[src/rtl/vbsir_pkg.sv]
package vbsir_pkg;
   // Board geometry
   localparam int unsigned VBSIR_ADDR_W = 10;
   localparam int unsigned VBSIR_NCH = 8;
   localparam int unsigned VBSIR_ID_IDX_W = 5;

   // Register byte addresses, relative to the board base
   localparam logic [9:0] VBSIR_ID_LAST = 10'h03F;
   localparam logic [9:0] VBSIR_STATUS_ADDR = 10'h081;
   localparam logic [9:0] VBSIR_VEC_FIRST = 10'h0A1;
   localparam logic [9:0] VBSIR_VEC_LAST = 10'h0AF;
   localparam logic [9:0] VBSIR_PEND_ADDR = 10'h0C1;
   localparam logic [9:0] VBSIR_MASK_ADDR = 10'h0C3;

   // Board status field positions
   localparam int unsigned VBSIR_ST_FAILOFF = 0;
   localparam int unsigned VBSIR_ST_PASS = 1;
   localparam int unsigned VBSIR_ST_GPEND = 2;
   localparam int unsigned VBSIR_ST_GIE = 3;
   localparam int unsigned VBSIR_ST_SWRST = 4;

   // Identification area entry indices (entry n sits at byte 2n+1)
   localparam logic [4:0] VBSIR_ID_SIG_END = 5'h05;
   localparam logic [4:0] VBSIR_ID_MAKER_END = 5'h08;
   localparam logic [4:0] VBSIR_ID_MODEL_END = 5'h0E;
   localparam logic [4:0] VBSIR_ID_MODEL_SP = 5'h0E;
   localparam logic [4:0] VBSIR_ID_KB = 5'h0F;
   localparam logic [4:0] VBSIR_ID_KB_SP = 5'h10;
   localparam logic [7:0] VBSIR_ASCII_SPACE = 8'h20;
   localparam logic [7:0] VBSIR_UNDEF_BYTE = 8'h00;

   // Reset values
   localparam logic [7:0] VBSIR_MASK_RST = 8'h00;
   localparam logic [7:0] VBSIR_PEND_RST = 8'h00;

   // One register access from the bus interface logic
   typedef struct packed {
      logic wr;
      logic [9:0] addr;
      logic [7:0] wdata;
   } vbsir_req_t;

   // Per-channel interrupt condition setup (held outside this block)
   typedef struct packed {
      logic [7:0] polarity;
      logic [7:0] cos_sel;
      logic [7:0] pattern_en;
   } vbsir_cond_cfg_t;

   // Whole state of the register block
   typedef struct packed {
      logic gie;
      logic pass_on;
      logic fail_off;
      logic [7:0] mask;
      logic [7:0] pend;
      logic [7:0][7:0] vec;
      logic [7:0] sync1;
      logic [7:0] sync2;
      logic [7:0] prev;
      logic [7:0] rdata;
      logic ack;
      logic irq_n;
      logic [7:0] vector;
      logic iack_ack;
      logic pass_led;
      logic fail_led;
      logic sysfail_oe;
   } vbsir_state_t;
endpackage : vbsir_pkg

[src/rtl/vbsir_id_rom.sv]
`timescale 1ns/1ps
module vbsir_id_rom import vbsir_pkg::*; #(
   parameter logic [39:0] SIGNATURE = 40'h5157_5A4B_54, // Arbitrary value
   parameter logic [23:0] MAKER = 24'h58_595A, // Arbitrary value
   parameter logic [47:0] MODEL = 48'h5437_3235_4E42, // Arbitrary value
   parameter logic [7:0] KB_DIGIT = 8'h31 // ASCII count of decoded kilobytes
) (
   input wire logic [4:0] idx, // Entry index
   output logic [7:0] data // Entry contents
);
   // Fixed lookup; reserved entries answer a constant so reads stay defined
   function automatic logic [7:0] vbsir_id_byte(input logic [4:0] i);
      logic [7:0] b;
      b = VBSIR_UNDEF_BYTE;
      if (i < VBSIR_ID_SIG_END) begin
         b = SIGNATURE[8 * (4 - int'(i)) +: 8];
      end else if (i < VBSIR_ID_MAKER_END) begin
         b = MAKER[8 * (7 - int'(i)) +: 8];
      end else if (i < VBSIR_ID_MODEL_END) begin
         b = MODEL[8 * (13 - int'(i)) +: 8];
      end else if (i == VBSIR_ID_MODEL_SP || i == VBSIR_ID_KB_SP) begin
         b = VBSIR_ASCII_SPACE;
      end else if (i == VBSIR_ID_KB) begin
         b = KB_DIGIT;
      end
      return b;
   endfunction : vbsir_id_byte

   // Pure decode, no state
   always_comb begin
      data = vbsir_id_byte(idx);
   end
endmodule : vbsir_id_rom

[src/rtl/vbsir_regs.sv]
`timescale 1ns/1ps
module vbsir_regs import vbsir_pkg::*; #(
   parameter int unsigned NCH = VBSIR_NCH
) (
   input wire logic mclk, // 100 MHz logic clock
   input wire logic rst, // Synchronous reset, active high
   input wire logic ce, // Clock enable, freezes state when low unless rst is high
   input wire logic reg_req, // One-cycle register access strobe
   input wire vbsir_req_t req, // Access write flag, address, data
   output logic [7:0] reg_rdata, // Read data, valid with reg_ack
   output logic reg_ack, // One-cycle access answer
   input wire logic iack_req, // One-cycle interrupt acknowledge strobe
   output logic [7:0] iack_vector, // Vector of the winning channel
   output logic iack_ack, // One-cycle acknowledge answer
   output logic irq_n, // Interrupt request, active low
   input wire logic [NCH-1:0] chan_in, // Raw input channel levels
   input wire vbsir_cond_cfg_t cond_cfg, // Polarity, type and pattern setup
   output logic pass_indicator, // Green indicator, high lights it
   output logic fail_indicator, // Red indicator, high lights it
   output logic sysfail_o, // Failure line drive level
   output logic sysfail_oe // Failure line enable, high drives low
);
   vbsir_state_t q;
   vbsir_state_t d;
   logic [7:0] id_data;
   logic [7:0] cond;
   logic pattern_hit;
   logic [7:0] w1c;
   logic acc_rd;
   logic acc_wr;
   logic sw_reset;

   // Highest-numbered set bit wins; returns channel number
   function automatic logic [2:0] vbsir_top(input logic [7:0] p);
      logic [2:0] n;
      n = 3'h0;
      for (int i = 0; i < 8; i++) begin
         if (p[i]) begin
            n = 3'(i);
         end
      end
      return n;
   endfunction : vbsir_top

   // True when the address is an odd byte inside the vector window
   function automatic logic vbsir_is_vec(input logic [9:0] a);
      return (a >= VBSIR_VEC_FIRST) && (a <= VBSIR_VEC_LAST) && a[0];
   endfunction : vbsir_is_vec

   // Identification bytes live in a separate lookup
   vbsir_id_rom u_id (
      .idx(req.addr[VBSIR_ID_IDX_W:1]),
      .data(id_data)
   );

   // Per-channel condition: level match or either-edge change
   genvar g;
   generate
      for (g = 0; g < 8; g++) begin : g_cond
         assign cond[g] = cond_cfg.cos_sel[g] ? (q.sync2[g] ^ q.prev[g])
                        : (q.sync2[g] == cond_cfg.polarity[g]);
      end
   endgenerate

   // Pattern hit needs at least one member, all members at their level
   assign pattern_hit = (|cond_cfg.pattern_en)
      && ((~(q.sync2 ^ cond_cfg.polarity) & cond_cfg.pattern_en) == cond_cfg.pattern_en);

   assign acc_rd = reg_req && !req.wr;
   assign acc_wr = reg_req && req.wr;
   assign sw_reset = acc_wr && (req.addr == VBSIR_STATUS_ADDR)
                     && req.wdata[VBSIR_ST_SWRST];
   assign w1c = (acc_wr && (req.addr == VBSIR_PEND_ADDR)) ? req.wdata : 8'h00;

   // Next-state logic for the whole block
   always_comb begin
      d = q;
      d.ack = 1'b0;
      d.iack_ack = 1'b0;
      d.rdata = 8'h00;
      // Pins cross two flops before anything looks at them
      d.sync1 = chan_in;
      d.sync2 = q.sync1;
      d.prev = q.sync2;
      // Set beats clear so an event in the clearing cycle survives
      d.pend = (q.pend & ~w1c) | (q.mask & cond);
      d.pend[NCH-1] = d.pend[NCH-1] | (q.mask[NCH-1] & pattern_hit);
      if (acc_wr) begin
         if (req.addr == VBSIR_STATUS_ADDR) begin
            d.gie = req.wdata[VBSIR_ST_GIE];
            d.pass_on = req.wdata[VBSIR_ST_PASS];
            d.fail_off = req.wdata[VBSIR_ST_FAILOFF];
         end else if (req.addr == VBSIR_MASK_ADDR) begin
            d.mask = req.wdata;
         end else if (vbsir_is_vec(req.addr)) begin
            d.vec[req.addr[3:1]] = req.wdata;
         end
      end
      if (acc_rd) begin
         if (req.addr <= VBSIR_ID_LAST) begin
            d.rdata = req.addr[0] ? id_data : VBSIR_UNDEF_BYTE;
         end else if (req.addr == VBSIR_STATUS_ADDR) begin
            // Top three bits and the reset trigger always read zero
            d.rdata = 8'h00;
            d.rdata[VBSIR_ST_GIE] = q.gie;
            d.rdata[VBSIR_ST_GPEND] = |q.pend;
            d.rdata[VBSIR_ST_PASS] = q.pass_on;
            d.rdata[VBSIR_ST_FAILOFF] = q.fail_off;
         end else if (req.addr == VBSIR_PEND_ADDR) begin
            d.rdata = q.pend;
         end else if (req.addr == VBSIR_MASK_ADDR) begin
            d.rdata = q.mask;
         end else if (vbsir_is_vec(req.addr)) begin
            d.rdata = q.vec[req.addr[3:1]];
         end
      end
      d.ack = reg_req;
      // Acknowledge hands out the highest pending channel's vector
      if (iack_req) begin
         d.iack_ack = 1'b1;
         d.vector = q.vec[vbsir_top(q.pend)];
      end
      // Any reset clears control and pending but never the vectors
      if (rst || sw_reset) begin
         d.gie = 1'b0;
         d.pass_on = 1'b0;
         d.fail_off = 1'b0;
         d.mask = VBSIR_MASK_RST;
         d.pend = VBSIR_PEND_RST;
         d.vector = 8'h00;
      end
      if (rst) begin
         d.sync1 = 8'h00;
         d.sync2 = 8'h00;
         d.prev = 8'h00;
         d.ack = 1'b0;
         d.iack_ack = 1'b0;
         d.rdata = 8'h00;
      end
      // Request stays low until every pending bit behind it is cleared or the global enable goes off
      d.irq_n = !(d.gie && (|d.pend));
      d.pass_led = d.pass_on;
      d.fail_led = !d.fail_off;
      d.sysfail_oe = !d.fail_off;
   end

   // Reset acts even while the clock enable holds everything else
   always_ff @(posedge mclk) begin
      if (rst || ce) begin
         q <= d;
      end
   end

   assign reg_rdata = q.rdata;
   assign reg_ack = q.ack;
   assign iack_vector = q.vector;
   assign iack_ack = q.iack_ack;
   assign irq_n = q.irq_n;
   assign pass_indicator = q.pass_led;
   assign fail_indicator = q.fail_led;
   assign sysfail_o = 1'b0;
   assign sysfail_oe = q.sysfail_oe;
endmodule : vbsir_regs

[config.mk]
export PLATFORM = sky130hd
export DESIGN_NAME = vbsir_regs
export DESIGN_NICKNAME = d
export VERILOG_FILES = /design/src/rtl/vbsir_pkg.sv /design/src/rtl/vbsir_id_rom.sv /design/src/rtl/vbsir_regs.sv
export SDC_FILE = /design/constraint.sdc
export NUM_CORES = 1
export LEC_CHECK = 0
export ABC_AREA = 1
export BUFFER_PORTS_ARGS = -buffer_cell sky130_fd_sc_hd__buf_4
export CAP_MARGIN = 15
export CORE_MARGIN = 4
export CORE_UTILIZATION = 48
export DETAILED_ROUTE_END_ITERATION = 8
export GPL_TIMING_DRIVEN = 0
export PLACE_DENSITY = 0.67
export SYNTH_ARGS = -nofsm -noshare
export SYNTH_HDL_FRONTEND = slang
export SYNTH_SLANG_ARGS = --single-unit
export TNS_END_PERCENT = 10
[constraint.sdc]
create_clock -name mclk -period 7.8 [get_ports mclk]
set_input_delay 0.39 -clock mclk [delete_from_list [all_inputs] [get_ports mclk]]
set_output_delay 0.39 -clock mclk [all_outputs]
set_load 0.01 [all_outputs]
==> flow_summary.json, run 1 <==
{
  "synth_edf_count": 127,
  "antenna_found_initial": 0,
  "arrival_ns": 3.06,
  "ir_drop_mv": 0.155,
  "grt_busiest_layer": "met2",
  "vias_per_cell": 5.29,
  "htree_levels": 4,
  "fin_nets": 1059,
  "grt_setup_unrepaired": "false",
  "drv_slew": 0,
  "cts_resized": 0,
  "post-route-period-util_pct": 38.6,
  "clock.fmax_mhz": 332,
  "synth_area_leaders": "edfxtp_1 (52%), nand2_1 (12%), nand3_1 (6.4%)",
  "portBuffers": 76,
  "hold_viol": 0,
  "worstMarginPinSlew_ns": 1.15,
  "synth_area_per_cell_um2": 8.27,
  "die_w_um": 132,
  "postCtsSetupRepairBufs": 0,
  "vias": 6338,
  "worstPathRequired_ns": 7.85,
  "yosysTopAreaCell": "edfxtp_1",
  "period_minus_slack_ns": 3.01,
  "setup_viol": 0,
  "coreArea_um2": 15100,
  "ys_types": 36,
  "ys_ff_latch": 127,
  "yosysSeqAreaShare_pct": 51.5,
  "skew_ns": 0.00733,
  "cts_tree": "yes",
  "drt-initial-drc-count": 656,
  "wl_per_cell_um": 17.2,
  "seqCellArea_um2": 3810,
  "ys.flop_type": "edfxtp_1",
  "final_area_um2": 8860,
  "tns_ns": 0,
  "utilization_pct": 58.5,
  "use_met1_pct": 34.8,
  "gp_congestion": 0.921,
  "powerDensity_nw_per_um2": 216,
  "total_power_w": 0.00192,
  "p_leak_nw": 4.01,
  "critical_path_class": "in -> reg",
  "clock_sinks": 127,
  "cp-start-kind": "primary input",
  "status": "complete, but fails checks",
  "wl_mm": 20.6,
  "antenna_left": 0,
  "multiInputGateArea_um2": 2810,
  "synth_most_common_cell": "nand2_1",
  "grt_pass1_vias": 5861,
  "worstPathMaxFanout": 12,
  "dp_hpwl_mm": 15.1,
  "hp-class": "in -> reg",
  "dpl_cell_area_um2": 8240,
  "grt_usage_pct": 24.0,
  "syn_to_final_growth_pct": 19.7,
  "clockRootBuffer": "clkbuf_16",
  "cts_hold_buf": 0,
  "synth_common_cells": "nand2_1 (243), edfxtp_1 (127), inv_1 (121)",
  "synthArstFlopShare_pct": 0,
  "grt_util_met3_pct": 4.66,
  "initial_core_util_pct": 48.9,
  "syn_area_um2": 7400,
  "grt_max_degree": 29,
  "dp_cells": 1162,
  "drt-pass1-iter-count": 9,
  "dieArea_um2": 17500,
  "antennaDiodeCount": 0,
  "synth_fp_nets": 958,
  "io_pins": 79,
  "grt_pass1_wl_mm": 32.2,
  "drc": 8,
  "synth_cells": 895,
  "gr-total-overflow": 0,
  "use_met2_pct": 36.4,
  "fp-row-count": 45,
  "n_fill_cell": 1353,
  "stdcell_count": 1197,
  "slew-limit-headroom_pct": 22.6,
  "cts.clk_slew.worst_paths_ns": 0.06,
  "violations": "design-rule violations",
  "maxCapViolCount": 0,
  "dieHeight_um": 132,
  "cts_buffers": 17,
  "drive_gt1_share_pct": 16.7,
  "clockBufferDepth": 2,
  "clkLatencyLatePin_ns": 0.42,
  "yosys_warnings": 0,
  "yosysTopAreaCellShare_pct": 51.5,
  "end_kind": "flip-flop"
}
## path summary, 6_finish.rpt
path	cells past startpoint	endpoint	start	slack (ns)
setup / recovery	10	q[122]$_SDFFCE_PN0P_	req[10]	4.79
hold / removal	3	q[40]$_SDFFCE_PP0N_	chan_in[2]	0.25
setup reg to reg	10	iack_vector[5]$_SDFFCE_PN0P_	q[111]$_DFFE_PN_	5.66
hold reg to reg	2	q[36]$_SDFFCE_PP0N_	q[44]$_SDFFCE_PP0N_	0.53
## critical path, cell delays in order
cell	delay, ns
buf_4	0.12
clkinv_1	0.32
clkbuf_1	0.45
ha_1	0.40
nand3_2	0.15
nor2_4	0.05
buf_6	0.13
nand2_1	0.20
nand4_1	0.14
a21oi_1	0.71
## final cells by class
cell class / count / area share, %
buffer: 50 / 3.40
clock buffer: 17 / 4.80
clock inverter: 15 / 1.92
inverter: 128 / 5.42
multi-input combinational: 590 / 31.7
sequential: 127 / 43.1
tap: 188 / 2.66
timing repair buffer: 82 / 7.06
## registers in the layout, summed over array words and instances, names as in the netlist
signal / cells
reg_rdata: 8
sysfail_oe: 1
iack_vector: 8
irq_n: 1
pass_indicator: 1
reg_ack: 1
q: 106
iack_ack: 1
## layer usage
layer  wire (um)  vias up  share of wire (%)
li1            -     3122                  -
met1        9180     2890                 45
met2        9140      296                 44
met3        1900       30                9.2
met4         393        0                1.9
met5           0        -                  0
## cell usage in the layout, fill, tap and decap left out, types with 6 or more instances in the layout
cell type and instances:
a21oi_1 23, buf_2 20, buf_4 95, clkbuf_1 8, clkbuf_16 17, clkinv_1 6, edfxtp_1 127, ha_1 7
inv_1 120, inv_2 6, nand2_1 243, nand3_1 94, nand3b_1 13, nand4_1 9, nor2_1 114, nor3_1 11
o211ai_1 8, o21ai_0 19, o221ai_1 8, xnor2_1 8, xor2_1 8
## power by group
| part | leakage [nW] | total (W) | internal [W] | switching, W |
|---|---|---|---|---|
| sequential | 1.24 | 0.000801 | 0.000785 | 0.0000167 |
| combinational | 2.50 | 0.000312 | 0.000111 | 0.000201 |
| clock | 0.276 | 0.000803 | 0.000499 | 0.000303 |
| total | 4.01 | 0.00192 | 0.00140 | 0.000521 |
## stage by stage
step / setup WS (ns) / hold slack [ns]
after floorplan: 4.76 / 0.489
after global placement: 3.31 / 0.507
after detailed placement: 4.43 / 0.519
after CTS: 4.85 / 0.234
after global routing: 4.61 / 0.256
final: 4.79 / 0.248
## cell families after synthesis
group,after synthesis,synth area share (%)
AND/OR/NAND/NOR,496,28.9
buffers and inverters,178,10.6
flip-flops,127,51.5
AO/OA/AOI/OAI,67,5.51
XOR/XNOR,16,1.89
adder cells (fa/ha/maj),7,1.18
multiplexers,3,0.406
other,1,0.0507
Note: power is estimated with default switching activity, not from simulation.
==> run 2, diff against run 1 <==
--- a/config.mk
+++ b/config.mk
@@ -5,14 +5,14 @@
 export SDC_FILE = /design/constraint.sdc
 export NUM_CORES = 1
 export LEC_CHECK = 0
-export ABC_AREA = 1
+export ABC_AREA = 0
 export BUFFER_PORTS_ARGS = -buffer_cell sky130_fd_sc_hd__buf_4
 export CAP_MARGIN = 15
 export CORE_MARGIN = 4
 export CORE_UTILIZATION = 48
 export DETAILED_ROUTE_END_ITERATION = 8
 export GPL_TIMING_DRIVEN = 0
-export PLACE_DENSITY = 0.67
+export PLACE_DENSITY = 0.68
 export SYNTH_ARGS = -nofsm -noshare
 export SYNTH_HDL_FRONTEND = slang
 export SYNTH_SLANG_ARGS = --single-unit
==> constraint.sdc (replaced) <==
create_clock -name mclk -period 3.1 [get_ports mclk]
set_input_delay 0.155 -clock mclk [delete_from_list [all_inputs] [get_ports mclk]]
set_output_delay 0.155 -clock mclk [all_outputs]
set_load 0.01 [all_outputs]
==> run 2 against run 1 <==
Effect of this change:
- the run now ends clean
- global-route usage fell by 0.83 points
- combinational power increased by 130%
- routed wire length decreased by 8.8%
- cell count shrank 27%
- critical endpoint is now q[85]$_DFFE_PP_
- highest routed layer unchanged
==> flow_summary.json, run 2 <==
{
  "status": "complete, no violations",
  "synth_cells": 584,
  "grt_setup_unrepaired": "true",
  "hold_viol": 0,
  "antenna_found_initial": 0,
  "drive_gt1_share_pct": 25.5,
  "n_fill_cell": 1121,
  "drt-initial-drc-count": 631,
  "synth_fp_nets": 647,
  "ys.flop_type": "edfxtp_1",
  "drc": 0,
  "gp_congestion": 0.896,
  "antennaDiodeCount": 0,
  "synth_edf_count": 127,
  "synthArstFlopShare_pct": 0,
  "total_power_w": 0.00482,
  "cts.clk_slew.worst_paths_ns": 0.06,
  "worstMarginPinSlew_ns": 1.04,
  "syn_area_um2": 6910,
  "grt_pass1_vias": 5340,
  "top_register": "q",
  "dp_hpwl_mm": 13.2,
  "grt_usage_pct": 23.1,
  "critical_path_class": "in -> reg",
  "vias": 5355,
  "cp-start-kind": "primary input",
  "die_w_um": 128,
  "yosysTopAreaCellShare_pct": 55.2,
  "initial_core_util_pct": 49.4,
  "clockBufferDepth": 2,
  "final_common_cell": "edfxtp_1",
  "maxCapViolCount": 0,
  "ys_ff_latch": 127,
  "dieArea_um2": 16400,
  "p_leak_nw": 3.07,
  "io_pins": 79,
  "clock.fmax_mhz": 339,
  "rr_worst_depth": 7,
  "wl_per_cell_um": 21.4,
  "skew_ns": 0.00767,
  "htree_levels": 4,
  "drv_slew": 0,
  "grt_max_degree": 39,
  "portBuffers": 76,
  "fp-row-count": 43,
  "wl_mm": 18.8,
  "utilization_pct": 60.2,
  "ir_drop_mv": 0.361,
  "fin_nets": 747,
  "synth_area_leaders": "edfxtp_1 (55%), mux4_2 (4.9%), a21oi_1 (3.4%)",
  "period_minus_slack_ns": 2.95,
  "arrival_ns": 2.99,
  "powerDensity_nw_per_um2": 573,
  "final_cell_mix": "edfxtp_1 (127), buf_4 (100), a21oi_1 (47), nand2_1 (40), nor2_1 (35)",
  "grt_pass1_wl_mm": 28.9,
  "vias_per_cell": 6.11,
  "critPathLaunch": "req[11]",
  "dieHeight_um": 128,
  "slew-limit-headroom_pct": 30.1,
  "post-route-period-util_pct": 95.1,
  "yosysTopAreaCell": "edfxtp_1",
  "clkLatencyLatePin_ns": 0.42,
  "endpoint": "q[85]$_DFFE_PP_",
  "postCtsSetupRepairBufs": 0,
  "synth_common_cells": "edfxtp_1 (127), a21oi_1 (47), nand2_1 (40)",
  "drt-pass1-iter-count": 5,
  "largest_register_ffs": 106,
  "end_kind": "flip-flop",
  "regToRegSetupSlack_ns": 0.50,
  "setup_viol": 0,
  "coreArea_um2": 14000,
  "yosysSeqAreaShare_pct": 55.2,
  "ys_types": 66,
  "clock_sinks": 127,
  "cts_buffers": 17,
  "worstReg2RegEnd": "iack_vector[7]$_SDFFCE_PN0P_",
  "tns_ns": 0,
  "antenna_left": 0,
  "synth_most_common_cell": "edfxtp_1",
  "gr-total-overflow": 0,
  "synth_area_per_cell_um2": 11.8,
  "hp-class": "in -> reg",
  "clockRootBuffer": "clkbuf_16",
  "yosys_warnings": 0,
  "worstPathMaxFanout": 12,
  "syn_to_final_growth_pct": 21.8,
  "whs_ns": 0.00800,
  "r2r_start": "q[112]$_DFFE_PN_",
  "cts_tree": "yes",
  "worstPathRequired_ns": 3.14
}
==> run 2: power breakdown <==
group | total (W) | internal, W | switching [W]
logic | 0.000714 | 0.000288 | 0.000426
clock network | 0.00209 | 0.00134 | 0.000744
registers | 0.00202 | 0.00198 | 0.0000432
total | 0.00482 | 0.00361 | 0.00121
==> run 2: cells by family after synthesis <==
logic type	Yosys count	synth area share, %
flip-flops	127	55.2
AND/OR/NAND/NOR	173	13.3
AO/OA/AOI/OAI	153	14.7
XOR/XNOR	17	2.15
other	1	0.0543
multiplexers	36	7.95
buffers and inverters	70	5.34
adder cells (fa/ha/maj)	7	1.27
==> run 2: metrics by stage <==
stage / area [um2] / instances / setup WS [ns]
2_1_floorplan: 6910 / 584 / 0.0685
3_3_place_gp: 7710 / 840 / -1.54
3_5_place_dp: 7780 / 845 / -0.607
4_1_cts: 8420 / 878 / 0.0583
5_1_grt: 8420 / 877 / -0.0251
6_report: 8420 / 877 / 0.153
==> run 2: repair_timing <==
action / in CTS / in global routing
hold endpoints to repair: 5 / 0
cloned: 0 / 0
hold buffers: 1 / 0
setup endpoints to repair: 16 / 48
gates resized for setup: 2 / 1
==> run 2: final cells by class <==
type | instances | area, um2 | area share, %
Sequential cell | 127 | 3810 | 45.3
Multi-Input combinational cell | 387 | 2760 | 32.8
Timing Repair Buffer | 82 | 631 | 7.49
Clock buffer | 18 | 429 | 5.10
Buffer | 55 | 313 | 3.72
Tap cell | 180 | 225 | 2.68
Clock inverter | 14 | 191 | 2.27
Inverter | 14 | 52.6 | 0.624
==> run 2: worst min-delay path by stage <==
stage | cells past startpoint | endpoint | slack, ns | start
final | 1 | q[100]$_DFFE_PP_ | 0.008 | req[6]
after floorplan | 0 | q[100]$_DFFE_PP_ | 0.25 | req[6]
after global placement | 1 | q[101]$_DFFE_PP_ | 0.42 | req[7]
after CTS | 1 | q[99]$_DFFE_PP_ | 0.004 | req[5]
after global routing | 1 | q[92]$_DFFE_PP_ | 0.02 | req[6]
after detailed placement | 1 | q[101]$_DFFE_PP_ | 0.43 | req[7]
==> run 2: worst max-delay path, cell delays in order <==
cell	delay, ns
buf_4	0.09
clkbuf_1	0.34
inv_1	0.38
ha_1	0.32
and4bb_1	0.20
buf_4	0.17
or4_1	0.61
nor2_1	0.71
==> run 2: per-layer routing <==
layer	vias up	track usage [%]	part of all wire, %
met5	-	0	0
met4	0	8.74	2.5
met3	44	4.00	8.1
met2	319	38.4	49
met1	2571	30.6	40
li1	2421	-	-
